$ cat src/rtl/cevc_pkg.sv
// shared constants and types for the core event stage
package cevc_pkg;
    // ======================================
    // event levels, 0 is highest priority
    localparam int unsigned NUM_LEVELS   = 16;
    localparam logic [3:0]  LVL_EMU      = 4'h0;
    localparam logic [3:0]  LVL_RESET    = 4'h1;
    localparam logic [3:0]  LVL_NMI      = 4'h2;
    localparam logic [3:0]  LVL_EXCEPT   = 4'h3;
    localparam logic [3:0]  LVL_RSVD     = 4'h4;
    localparam logic [3:0]  LVL_HWERR    = 4'h5;
    localparam logic [3:0]  LVL_TIMER    = 4'h6;
    localparam logic [3:0]  LVL_GEN_LO   = 4'h7;
    localparam int unsigned NUM_GEN      = 9;
    localparam logic [3:0]  LVL_IDLE     = 4'hf;
    localparam logic [15:0] PEND_RESET   = 16'h0000;
    localparam logic [15:0] ACTIVE_RESET = 16'h0000;
    localparam logic [31:0] ADDR_RESET   = 32'h0000_0000;

    // ======================================
    // raw event inputs grouped by class
    typedef struct packed {
        logic       emu;
        logic       soft_reset;
        logic       watchdog;
        logic       hw_error;
        logic       core_timer;
        logic       misalign;
        logic       undef_insn;
        logic [8:0] general;
        logic [8:0] soft_raise;
    } cevc_events_t;

    // grant to the program sequencer
    typedef struct packed {
        logic        take;
        logic [3:0]  level;
        logic        save_state;
        logic [31:0] ret_addr;
    } cevc_grant_t;

    typedef enum logic [2:0] {
        ST_RUN  = 3'b001,
        ST_SAVE = 3'b010,
        ST_SERV = 3'b100
    } cevc_state_t;
endpackage : cevc_pkg

$ cat src/rtl/cevc_core_event_stage.sv
// core event stage: prioritised, nesting event controller
`timescale 1ns/100ps
module cevc_core_event_stage (
    input  wire logic                  ref_clk,
    input  wire logic                  rst_n,
    input  wire logic                  clk_en,
    input  wire cevc_pkg::cevc_events_t evt_in,
    input  wire logic                  nmi_pin,
    input  wire logic [8:0]            gen_pin,
    input  wire logic [31:0]           cur_pc,
    input  wire logic                  insn_retire,
    input  wire logic                  rte_valid,
    input  wire logic [3:0]            rte_level,
    input  wire logic                  save_done,
    output logic                       take_q,
    output logic [3:0]                 take_level_q,
    output logic                       save_state_q,
    output logic                       flush_insn_q,
    output logic                       emu_mode_q,
    output logic                       sys_reset_q,
    output logic [31:0]                ret_addr_q,
    output logic [3:0]                 cur_level_q
);
    // ======================================
    // pin synchronisers
    logic [9:0] pin_s1_q;
    logic [9:0] pin_s2_q;
    logic [9:0] pin_s1_d;
    always_comb begin
        pin_s1_d = {nmi_pin, gen_pin};
    end
    always_ff @(posedge ref_clk) begin
        if (!rst_n) begin
            pin_s1_q <= 10'h000;
            pin_s2_q <= 10'h000;
        end else if (clk_en) begin
            pin_s1_q <= pin_s1_d;
            pin_s2_q <= pin_s1_q;
        end
    end

    // lowest set bit wins, matching fixed priority order
    function automatic logic [3:0] top_level(input logic [15:0] v);
        logic [3:0] r;
        r = cevc_pkg::LVL_IDLE;
        for (int i = 15; i >= 0; i--) begin
            if (v[i]) r = 4'(i);
        end
        return r;
    endfunction : top_level

    // ======================================
    // request vector
    logic [15:0] req;
    always_comb begin
        req = 16'h0000;
        req[cevc_pkg::LVL_EMU]    = evt_in.emu;
        req[cevc_pkg::LVL_RESET]  = evt_in.soft_reset;
        req[cevc_pkg::LVL_NMI]    = evt_in.watchdog | pin_s2_q[9];
        req[cevc_pkg::LVL_EXCEPT] = evt_in.misalign | evt_in.undef_insn;
        req[cevc_pkg::LVL_HWERR]  = evt_in.hw_error;
        req[cevc_pkg::LVL_TIMER]  = evt_in.core_timer;
        // routed peripheral requests, pins and software raise
        req[15:7] = evt_in.general | evt_in.soft_raise | pin_s2_q[8:0];
    end

    // ======================================
    // pending, active, return addresses, sequencer
    cevc_pkg::cevc_state_t state_q, state_d;
    logic [15:0] pend_q, pend_d;
    logic [15:0] act_q, act_d;
    logic [31:0] ret_q [16];
    logic [31:0] ret_d [16];
    logic        take_d, save_d, flush_d, emu_d, rst_d;
    logic [3:0]  lvl_d, cur_d, win;
    logic [31:0] ra_d;
    logic [15:0] clr;
    logic [4:0]  act_top;

    always_comb begin
        state_d = state_q;
        act_d   = act_q;
        ret_d   = ret_q;
        take_d  = 1'b0;
        save_d  = save_state_q;
        flush_d = 1'b0;
        emu_d   = emu_mode_q;
        rst_d   = 1'b0;
        lvl_d   = take_level_q;
        ra_d    = ret_addr_q;
        clr     = 16'h0000;
        win     = top_level(pend_q);
        // fifteen is a real level, so an idle stack must rank below it
        act_top = (|act_q) ? {1'b0, top_level(act_q)} : 5'h10;
        if (rte_valid && act_q[rte_level]) begin
            act_d[rte_level] = 1'b0;
            ra_d = ret_q[rte_level];
            if (rte_level == cevc_pkg::LVL_EMU) emu_d = 1'b0;
        end
        unique case (state_q)
            cevc_pkg::ST_RUN: begin
                // only strictly higher priority than the current level preempts
                if ((|pend_q) && ({1'b0, win} < act_top)) begin
                    lvl_d = win;
                    ret_d[win] = cur_pc;
                    // exception aborts the faulting instruction
                    flush_d = (win == cevc_pkg::LVL_EXCEPT) && !insn_retire;
                    if (win == cevc_pkg::LVL_RESET) begin
                        rst_d = 1'b1;
                        clr   = 16'hffff;
                        act_d = cevc_pkg::ACTIVE_RESET;
                    end else begin
                        save_d  = 1'b1;
                        state_d = cevc_pkg::ST_SAVE;
                    end
                end
            end
            cevc_pkg::ST_SAVE: begin
                // routine starts only after state is on the supervisor stack
                if (save_done) begin
                    save_d  = 1'b0;
                    take_d  = 1'b1;
                    act_d[take_level_q] = 1'b1;
                    clr[take_level_q]   = 1'b1;
                    if (take_level_q == cevc_pkg::LVL_EMU) emu_d = 1'b1;
                    state_d = cevc_pkg::ST_SERV;
                end
            end
            cevc_pkg::ST_SERV: begin
                state_d = cevc_pkg::ST_RUN;
            end
            default: begin
                state_d = cevc_pkg::ST_RUN;
            end
        endcase
        // a new request in the clearing cycle stays pending
        pend_d = (pend_q & ~clr) | req;
        cur_d  = top_level(act_d);
    end

    always_ff @(posedge ref_clk) begin
        if (!rst_n) begin
            state_q      <= cevc_pkg::ST_RUN;
            pend_q       <= cevc_pkg::PEND_RESET;
            act_q        <= cevc_pkg::ACTIVE_RESET;
            for (int i = 0; i < 16; i++) ret_q[i] <= cevc_pkg::ADDR_RESET;
            take_q       <= 1'b0;
            take_level_q <= cevc_pkg::LVL_IDLE;
            save_state_q <= 1'b0;
            flush_insn_q <= 1'b0;
            emu_mode_q   <= 1'b0;
            sys_reset_q  <= 1'b0;
            ret_addr_q   <= cevc_pkg::ADDR_RESET;
            cur_level_q  <= cevc_pkg::LVL_IDLE;
        end else if (clk_en) begin
            state_q      <= state_d;
            pend_q       <= pend_d;
            act_q        <= act_d;
            ret_q        <= ret_d;
            take_q       <= take_d;
            take_level_q <= lvl_d;
            save_state_q <= save_d;
            flush_insn_q <= flush_d;
            emu_mode_q   <= emu_d;
            sys_reset_q  <= rst_d;
            ret_addr_q   <= ra_d;
            cur_level_q  <= cur_d;
        end
    end

    // ======================================
    // checks
    pend_hold_a : assert property (@(posedge ref_clk) disable iff (!rst_n)
        clk_en && req[9] |=> pend_q[9]) else $error("request not latched pending");
    prio_grant_a : assert property (@(posedge ref_clk) disable iff (!rst_n)
        $rose(save_state_q) |-> take_level_q == top_level($past(pend_q)))
        else $error("lower priority granted first");
    save_first_a : assert property (@(posedge ref_clk) disable iff (!rst_n)
        take_q |-> $past(save_state_q)) else $error("taken without state save");
    reset_evt_a : assert property (@(posedge ref_clk) disable iff (!rst_n)
        sys_reset_q |-> take_level_q == cevc_pkg::LVL_RESET) else $error("bad reset event");
    emu_enter_a : assert property (@(posedge ref_clk) disable iff (!rst_n)
        clk_en && take_q && take_level_q == cevc_pkg::LVL_EMU |=> emu_mode_q)
        else $error("emulation mode not entered");
    nest_act_a : assert property (@(posedge ref_clk) disable iff (!rst_n)
        take_q |-> act_q[take_level_q]) else $error("routine not active");
    nmi_pin_a : assert property (@(posedge ref_clk) disable iff (!rst_n)
        clk_en && pin_s2_q[9] |=> pend_q[cevc_pkg::LVL_NMI]) else $error("nmi pin lost");
    ret_addr_a : assert property (@(posedge ref_clk) disable iff (!rst_n)
        clk_en && rte_valid && act_q[rte_level] && !take_q |=> ret_addr_q == $past(ret_q[rte_level]))
        else $error("wrong return address");
    save_hold_a : assert property (@(posedge ref_clk) disable iff (!rst_n)
        clk_en && save_state_q && !save_done |=> save_state_q) else $error("state save dropped early");
    flush_exc_a : assert property (@(posedge ref_clk) disable iff (!rst_n)
        flush_insn_q |-> take_level_q == cevc_pkg::LVL_EXCEPT) else $error("abort outside exception");
    low_grant_a : assert property (@(posedge ref_clk) disable iff (!rst_n)
        clk_en && state_q == cevc_pkg::ST_RUN && pend_q == 16'h8000 && act_q == 16'h0000
        |=> save_state_q && take_level_q == 4'hf) else $error("lowest level never granted");

    // ======================================
    // main scenarios reached
    cov_gen15_c : cover property (@(posedge ref_clk) take_q && take_level_q == 4'hf);
    cov_nest_c : cover property (@(posedge ref_clk) take_q && act_q[15] && take_level_q < 4'hf);
    cov_exc_c  : cover property (@(posedge ref_clk) flush_insn_q);
    cov_emu_c  : cover property (@(posedge ref_clk) take_q && take_level_q == cevc_pkg::LVL_EMU);
endmodule : cevc_core_event_stage

$ cat config.mk
export PLATFORM = sky130hd
export DESIGN_NAME = cevc_core_event_stage
export DESIGN_NICKNAME = d
export VERILOG_FILES = /design/src/rtl/cevc_pkg.sv /design/src/rtl/cevc_core_event_stage.sv
export SDC_FILE = /design/constraint.sdc
export NUM_CORES = 2
export LEC_CHECK = 0
export BUFFER_PORTS_ARGS = -buffer_cell sky130_fd_sc_hd__buf_2
export CAP_MARGIN = 20
export CORE_MARGIN = 2
export CORE_UTILIZATION = 50
export DETAILED_ROUTE_END_ITERATION = 6
export PLACE_DENSITY = 0.67
export SETUP_SLACK_MARGIN = 0.15
export SLEW_MARGIN = 15
export SYNTH_ARGS = -nofsm -noshare
export SYNTH_HDL_FRONTEND = slang
export SYNTH_SLANG_ARGS = --single-unit
export TNS_END_PERCENT = 100
$ cat constraint.sdc
create_clock -name ref_clk -period 4.6 [get_ports ref_clk]
set_clock_uncertainty 0.15 [all_clocks]
set_input_delay 0.92 -clock ref_clk [delete_from_list [all_inputs] [get_ports ref_clk]]
set_output_delay 0.92 -clock ref_clk [all_outputs]
set_load 0.02 [all_outputs]
# --- After elaboration in Yosys (flattened, before gate mapping) ---
# Index checks and enable logic that the tools add are counted.
word_totals:
  reg_bits: 612
  out_inout_bits: 45
  word_cells: 159
op_classes:
  eq_ne: 7
  muxes: 87
  n_reduce_logical: 16
  magnitude_cmp: 8
  n_bitwise: 12
ops:
  columns: ["cell", "n"]
  rows:
  - ["bitwise mux 512 bit", 1]
  - ["2-to-1 mux 4 bit", 42]
  - ["binary-select mux 32 bit (select 4 bit)", 1]
  - ["demux 32 bit (select 4 bit)", 1]
  - ["2-to-1 mux 16 bit", 7]
  - ["2-to-1 mux 32 bit", 3]
  - ["one-hot mux 16 bit (2 select lines)", 2]
  - ["bitwise AND 16 bit", 2]
  - ["inverter 16 bit", 2]
  - ["bitwise OR 16 bit", 2]
  - ["OR reduction 16 bit", 2]
  - ["2-to-1 mux 1 bit", 21]
  - ["bitwise OR 9 bit", 2]
  - [">= comparator 5 bit, second input constant", 2]
  - ["less-than comparator 4 x 5 -> 1 bit, second input constant", 2]
  - ["inverter 4 -> 5 bit", 2]
  - ["2-to-1 mux 3 bit", 3]
  - ["demux 1 bit (select 4 bit)", 2]
  - [">= comparator 4 x 1 -> 1 bit, second input constant", 2]
  - ["zero test 4 bit", 2]
  - ["logical AND 1 bit", 6]
  - ["!= test 2 bit, second input constant", 3]
  - ["one-hot mux 3 bit (2 select lines)", 1]
  - ["less-than comparator 4 x 5 -> 1 bit", 1]
  - ["other kinds (15)", 16]

# --- Depth between registers and ports, before layout ---
logic_depth:
  ltp_word: 35
  mapped_depth: 18

# --- Worst setup path after synthesis ---
# No wires, ideal clock.
synth_timing:
  kind: "reg-to-reg"
  startpoint: "register act_q[13]"
  endpoint: "register cur_level_q[0]"
  synth_period_minus_slack_ps: 3457
  path_buffers: 2
  required_time_ps: 4334
  arrival_ps: 3191
  setup_slack_ps: 1143
  path_stages_with_launch: 18
  setup_ps: 116
  cell_sequence: "dfxtp_1 -> nor2_1 -> nor3_1 -> nor3_1 -> nor3_1 -> nor3_1 -> o311ai_0 -> ha_1 -> o21a_1 -> o21a_1 -> o21a_1 -> or2_1 -> buf_6 -> buf_6 -> a31oi_1 -> nand2_1 -> or3_1 -> o211a_1"
synth_between:
  elab_chain_cells: 34
  elab_cells_between_ends: 43
  classes_between: "order compare: 1; mux: 37; bitwise: 2; reduce/logical: 3"
synth_lines:
  columns: ["element", "line_no", "source"]
  rows:
  - ["start: declaration", "cevc_core_event_stage.sv:71", "logic [15:0] act_q, act_d;"]
  - ["start signal: assignment", "cevc_core_event_stage.sv:145", "act_q <= cevc_pkg::ACTIVE_RESET;"]
  - ["start signal: assignment", "cevc_core_event_stage.sv:158", "act_q <= act_d;"]
  - ["2-to-1 mux 4 bit (14 in series)", "cevc_core_event_stage.sv:47", "if (v[i]) r = 4'(i);"]
  - ["2-to-1 mux 5 bit", "cevc_core_event_stage.sv:94", "act_top = (|act_q) ? {1'b0, top_level(act_q)} : 5'h10;"]
  - ["less-than comparator 4 x 5 -> 1 bit", "cevc_core_event_stage.sv:103", "if ((|pend_q) && ({1'b0, win} < act_top)) begin"]
  - ["logical AND 1 bit", "cevc_core_event_stage.sv:103", null]
  - ["2-to-1 mux 16 bit", "cevc_core_event_stage.sv:103", null]
  - ["one-hot mux 16 bit (2 select lines) (*)", "cevc_core_event_stage.sv:100", "unique case (state_q)"]
  - ["2-to-1 mux 1 bit", "cevc_core_event_stage.sv:47", null]
  - ["2-to-1 mux 4 bit (13 in series)", "cevc_core_event_stage.sv:47", null]
  - ["2-to-1 mux 4 bit (*)", "cevc_core_event_stage.sv:47", null]
  - ["end signal: assignment", "cevc_core_event_stage.sv:154", "cur_level_q <= cevc_pkg::LVL_IDLE;"]
  - ["end signal: assignment", "cevc_core_event_stage.sv:167", "cur_level_q <= cur_d;"]
  - ["end: declaration", "cevc_core_event_stage.sv:22", "output logic [3:0] cur_level_q"]
# Mark *: on every way between the ends. The rest lies on a longest branch, timed or not. The select of a mux whose other input is x is not followed.
# A chain may end at the register's enable or synchronous reset.

# --- Final worst setup path ---
layout_timing:
  startpoint: "register pend_q[12]"
  endpoint: "register cur_level_q[0]"
layout_between:
  elab_chain_cells: 32
  elab_cells_between_ends: 35
  classes_between: "order compare: 1; eq/ne: 1; mux: 31; reduce/logical: 2"
layout_lines:
  columns: ["element", "line_no", "source"]
  rows:
  - ["start: declaration", "cevc_core_event_stage.sv:70", "logic [15:0] pend_q, pend_d;"]
  - ["start signal: assignment", "cevc_core_event_stage.sv:144", "pend_q <= cevc_pkg::PEND_RESET;"]
  - ["start signal: assignment", "cevc_core_event_stage.sv:157", "pend_q <= pend_d;"]
  - ["2-to-1 mux 4 bit (*) (13 in series)", "cevc_core_event_stage.sv:47", null]
  - ["via win[1]", "cevc_core_event_stage.sv:75", "logic [3:0] lvl_d, cur_d, win;"]
  - ["less-than comparator 4 x 5 -> 1 bit or == test 4 x 1 -> 1 bit (tied branches)", "cevc_core_event_stage.sv:103, cevc_core_event_stage.sv:108", null]
  - ["logical AND 1 bit or 2-to-1 mux 16 bit (tied branches)", "cevc_core_event_stage.sv:103, cevc_core_event_stage.sv:108", null]
  - ["2-to-1 mux 16 bit (*)", "cevc_core_event_stage.sv:103", null]
  - ["one-hot mux 16 bit (2 select lines) (*)", "cevc_core_event_stage.sv:100", null]
  - ["2-to-1 mux 1 bit", "cevc_core_event_stage.sv:47", null]
  - ["2-to-1 mux 4 bit (13 in series)", "cevc_core_event_stage.sv:47", null]
  - ["2-to-1 mux 4 bit (*)", "cevc_core_event_stage.sv:47", null]
# The timed path passes the listed nets; every way through them passes the cells marked *.

==> impl_summary.txt <==
----------------------------------------------------
[Floorplan]
  Number of top-level pins ... 122
  Starting density of the core ... 50.8%
  Total die area ... 55500 µm²
  Width of the die ... 236 µm
  Placeable core area ... 52800 µm²
  Die height ... 236 µm
  Number of placement rows ... 84

[Power]
  Leakage power ... 10.5 nW
  Clock network fraction of design power ... 43.5%
  Sequential cell fraction of total power ... 46.8%
  Power after layout ... 11.8 mW
  Pint ... 8.83 mW
  Power per standard cell area ... 394 nW/µm²
  Switching power ... 2.98 mW
  Combinational share of power ... 9.7%
  Net Sw Frac ... 25.2%
  Peak supply drop ... 0.317 mV

[Worst setup path]
  Timing startpoint of the critical path ... pend_q[12]
  Critical path's top delay family ... compound AO/OA/AOI/OAI gates
  Cells along the critical path ... nor2_1, o31ai_1, a211oi_1, nor3_1, nand2b_1, inv_2, ha_1, o21a_1, o21a_1, o21a_1, or2_1, a31oi_1, nand2_1, or3_1, o211a_1
  Cell type of the slowest stage on the worst timing path ... or2_1
  Worst Setup Start Kind ... register
  Data arrival time of the critical path ... 4520 ps
  Cell type with the highest occurrence count on the critical path ... o21a_1
  Start-to-end type of the worst setup path ... register to register
  Startpoint of the most critical register-to-register path ... pend_q[12]
  Largest stage delay on the critical path ... 530 ps
  Buffers & Inverters on Critical Path ... 1
  Maximum fanout encountered on the critical timing path ... 17
  CP Capture Type ... register
  Critical path required time ... 4980 ps

[Global route]
  Initial antenna violation count ... 5
  GR Util All Layers ... 27.3%
  Number of global-route vias before repair ... 20500
  Global-route wire length before repair ... 119000 µm
  Global route total overflow ... 0
  Largest net degree at the start of global routing ... 129

[Synthesis]
  Main synth FF type ... dfxtp_1
  Syn Nets ... 2930
  Area of the mapped netlist ... 26800 µm²
  Mean area per synthesized cell ... 9.41 µm²
  Post-synthesis cell type count ... 67
  Gate count after technology mapping ... 2850
  Number of register bits inferred by synthesis ... 612
  Async S/R FF share, synth ... 0%
  Sequential element share of the synthesized area ... 45.7%
  Number of flops mapped to enable cells by yosys ... 0
  Total of warnings raised by yosys ... 0

[Final layout]
  Fillcell total ... 4638
  Area Overhead vs Synth ... 11.8%
  Final Net Count ... 2895
  Final Cell Area ... 30000 µm²
  Core occupancy in the finished layout ... 56.8%
  Post-route non-filler standard cell count ... 3553
  Share of post-route cells with drive strength above 1 ... 16.6%
  Area taken by multi-input logic gates ... 13500 µm²
  Register Area ... 12300 µm²

[Timing]
  Total count of max-transition violations in the final report ... 0
  Hold Slack ... 302 ps
  Slew headroom ... 27.3%
  Final period util ... 89.9%
  Setup TNS ... 0 ps
  Count of final setup violators ... 0
  Timing-limited maximum frequency ... 242 MHz
  Number of failing hold endpoints at the final stage ... 0
  Period minus WS final ... 4130 ps
  Transition time at the pin with the least slew margin ... 1090 ps
  Setup repair after global routing missed its margin ... true
  Worst Setup Slack, final ... 466 ps

[Hold path]
  Origin of the worst min-delay path ... ret_q[151]
  Worst hold path type ... register to register

[Clock tree]
  Count of cells resized by post-cts repair ... 0
  Root Buffer ... clkbuf_16
  Number of levels the H-tree was split into ... 2
  CTS tree ... yes
  Clock latency of the later-clocked register in the worst-skew pair ... 640 ps
  Post CTS Setup Buffer Count ... 0
  CTS max path bufs ... 3
  Number of CTS-inserted buffers ... 61
  Clock-pin slew of the registers on the worst-case setup and hold paths ... 60 ps
  Total number of clock tree sinks ... 612
  Hold buffer count at cts ... 0

[Placed design]
  Instance area at placement ... 27900 µm²
  Placed wire-length estimate after detailed placement ... 43300 µm
  Pre-CTS WS ... 480 ps
  Buffers added on ports ... 121
  RD Place Congestion ... 0.870
  Number of placed instances with taps included ... 3440

[Route]
  Wire length per cell after detailed routing ... 21.7 µm
  Post-detailed-route via-to-cell ratio ... 6.07
  Post-detailed-route DRC marker count ... 0
  Antenna Nets Post-Route ... 0
  Wirelength, routed ... 77200 µm
  Total iterations of the first detailed-routing run ... 6
  Via count ... 21600
  Initial DRC Count ... 2200

[Flow run]
  Number of maximum-capacitance violations ... 0

[Status]
  Status ... finished, final reports clean

----------------------------------------------------
routing by layer:
metal	vias to the layer above	share of wire (%)	global-route usage, %
met5	-	0.074	0
met4	8	3.7	9.82
met3	201	7.1	3.95
met2	818	48	45.8
met1	10600	41	35.9
li1	9988	-	-
cells in the final DEF, fill, tap and decap left out, types with 8 or more instances in the layout:
cell,Yosys,layout
buf_12,0,12
clkinv_2,0,13
nor3_1,15,15
dfxtp_1,612,612
mux4_2,160,160
a21boi_0,242,242
clkbuf_1,196,11
buf_2,44,117
a31oi_1,9,8
o211ai_1,19,19
o31ai_1,10,10
o21ai_0,248,248
nand3_1,234,234
nand2_1,681,679
nand4_1,9,9
a21oi_1,11,11
buf_4,0,42
nand2b_1,13,13
nor2b_1,35,35
o211a_1,13,13
clkbuf_8,0,14
nor2_1,37,35
mux2i_1,60,60
clkbuf_16,0,62
a21boi_1,67,67
inv_1,9,9
flip-flops by register name, indices dropped and copies added (netlist names):
register,count
take_level_q,4
sys_reset_q,1
ret_q,512
pend_q,16
ret_addr_q,32
state_q,3
emu_mode_q,1
save_state_q,1
cur_level_q,4
pin_s2_q,10
pin_s1_q,10
take_q,1
flush_insn_q,1
act_q,16
Yosys cell counts (all sizes together) (5+ instances only):
cell | instances | area, µm²
nand2 | 681 | 2560
dfxtp | 612 | 12300
a21boi | 309 | 2320
o21ai | 250 | 1250
nand3 | 235 | 1180
clkbuf | 197 | 741
mux4 | 160 | 3600
buf | 75 | 359
mux2i | 60 | 601
nor2 | 37 | 139
nor2b | 35 | 219
nor3 | 19 | 115
o211ai | 19 | 143
nand2b | 13 | 81.3
o211a | 13 | 130
o2111ai | 12 | 149
a21oi | 11 | 55.1
a31oi | 10 | 77.6
inv | 10 | 37.5
nand4 | 10 | 68.8
o31ai | 10 | 75.1
nor4 | 9 | 135
and4 | 5 | 43.8
cells by family (layout without fill, tap and decap cells):
logic type | count (synthesis) | in the layout | synth area share [%]
adder cells (fa/ha/maj) | 3 | 3 | 0.140
buffers and inverters | 283 | 296 | 4.26
flip-flops | 612 | 612 | 45.7
AND/OR/NAND/NOR | 1062 | 1062 | 17.4
other | 0 | 2 | 0
AO/OA/AOI/OAI | 669 | 669 | 16.8
multiplexers | 220 | 220 | 15.7
XOR/XNOR | 1 | 1 | 0.0327
worst paths after layout:
check / endpoint / slack, ps / depth (start not counted)
hold reg to reg: ret_q[151] / 300 / 2
hold / removal: ret_q[151] / 300 / 2
setup reg to reg: cur_level_q[0] / 470 / 15
setup / recovery: cur_level_q[0] / 470 / 15
final cells by class:
| type | instances | share of cell area, % |
|---|---|---|
| clock buffer | 86 | 5.91 |
| inverter | 11 | 0.138 |
| antenna | 2 | 0.0167 |
| sequential | 612 | 40.9 |
| timing repair buffer | 174 | 3.94 |
| multi-input combinational | 1955 | 45.2 |
| tap | 688 | 2.87 |
| clock inverter | 25 | 1.02 |
power by group through the flow:
stage / Combinational [mW] / Clock [mW] / Sequential (mW)
2_1_floorplan: 0.766 / 0 / 5.63
3_3_place_gp: 1.12 / 0 / 5.64
3_5_place_dp: 1.14 / 0 / 5.64
4_1_cts: 1.14 / 5.23 / 5.53
5_1_grt: 1.23 / 5.45 / 5.54
6_report: 1.14 / 5.14 / 5.53
worst register-to-register path: cells and delay by family (launching register included):
| kind | cells | cell delay, ps |
|---|---|---|
| AOI/OAI and AO/OA | 7 | 1530 |
| and+or+nand+nor | 6 | 1460 |
| DFF | 1 | 330 |
| adders and majority gates | 1 | 320 |
| buffers and inverters | 1 | 250 |
Power figures use the tool's default switching activity.
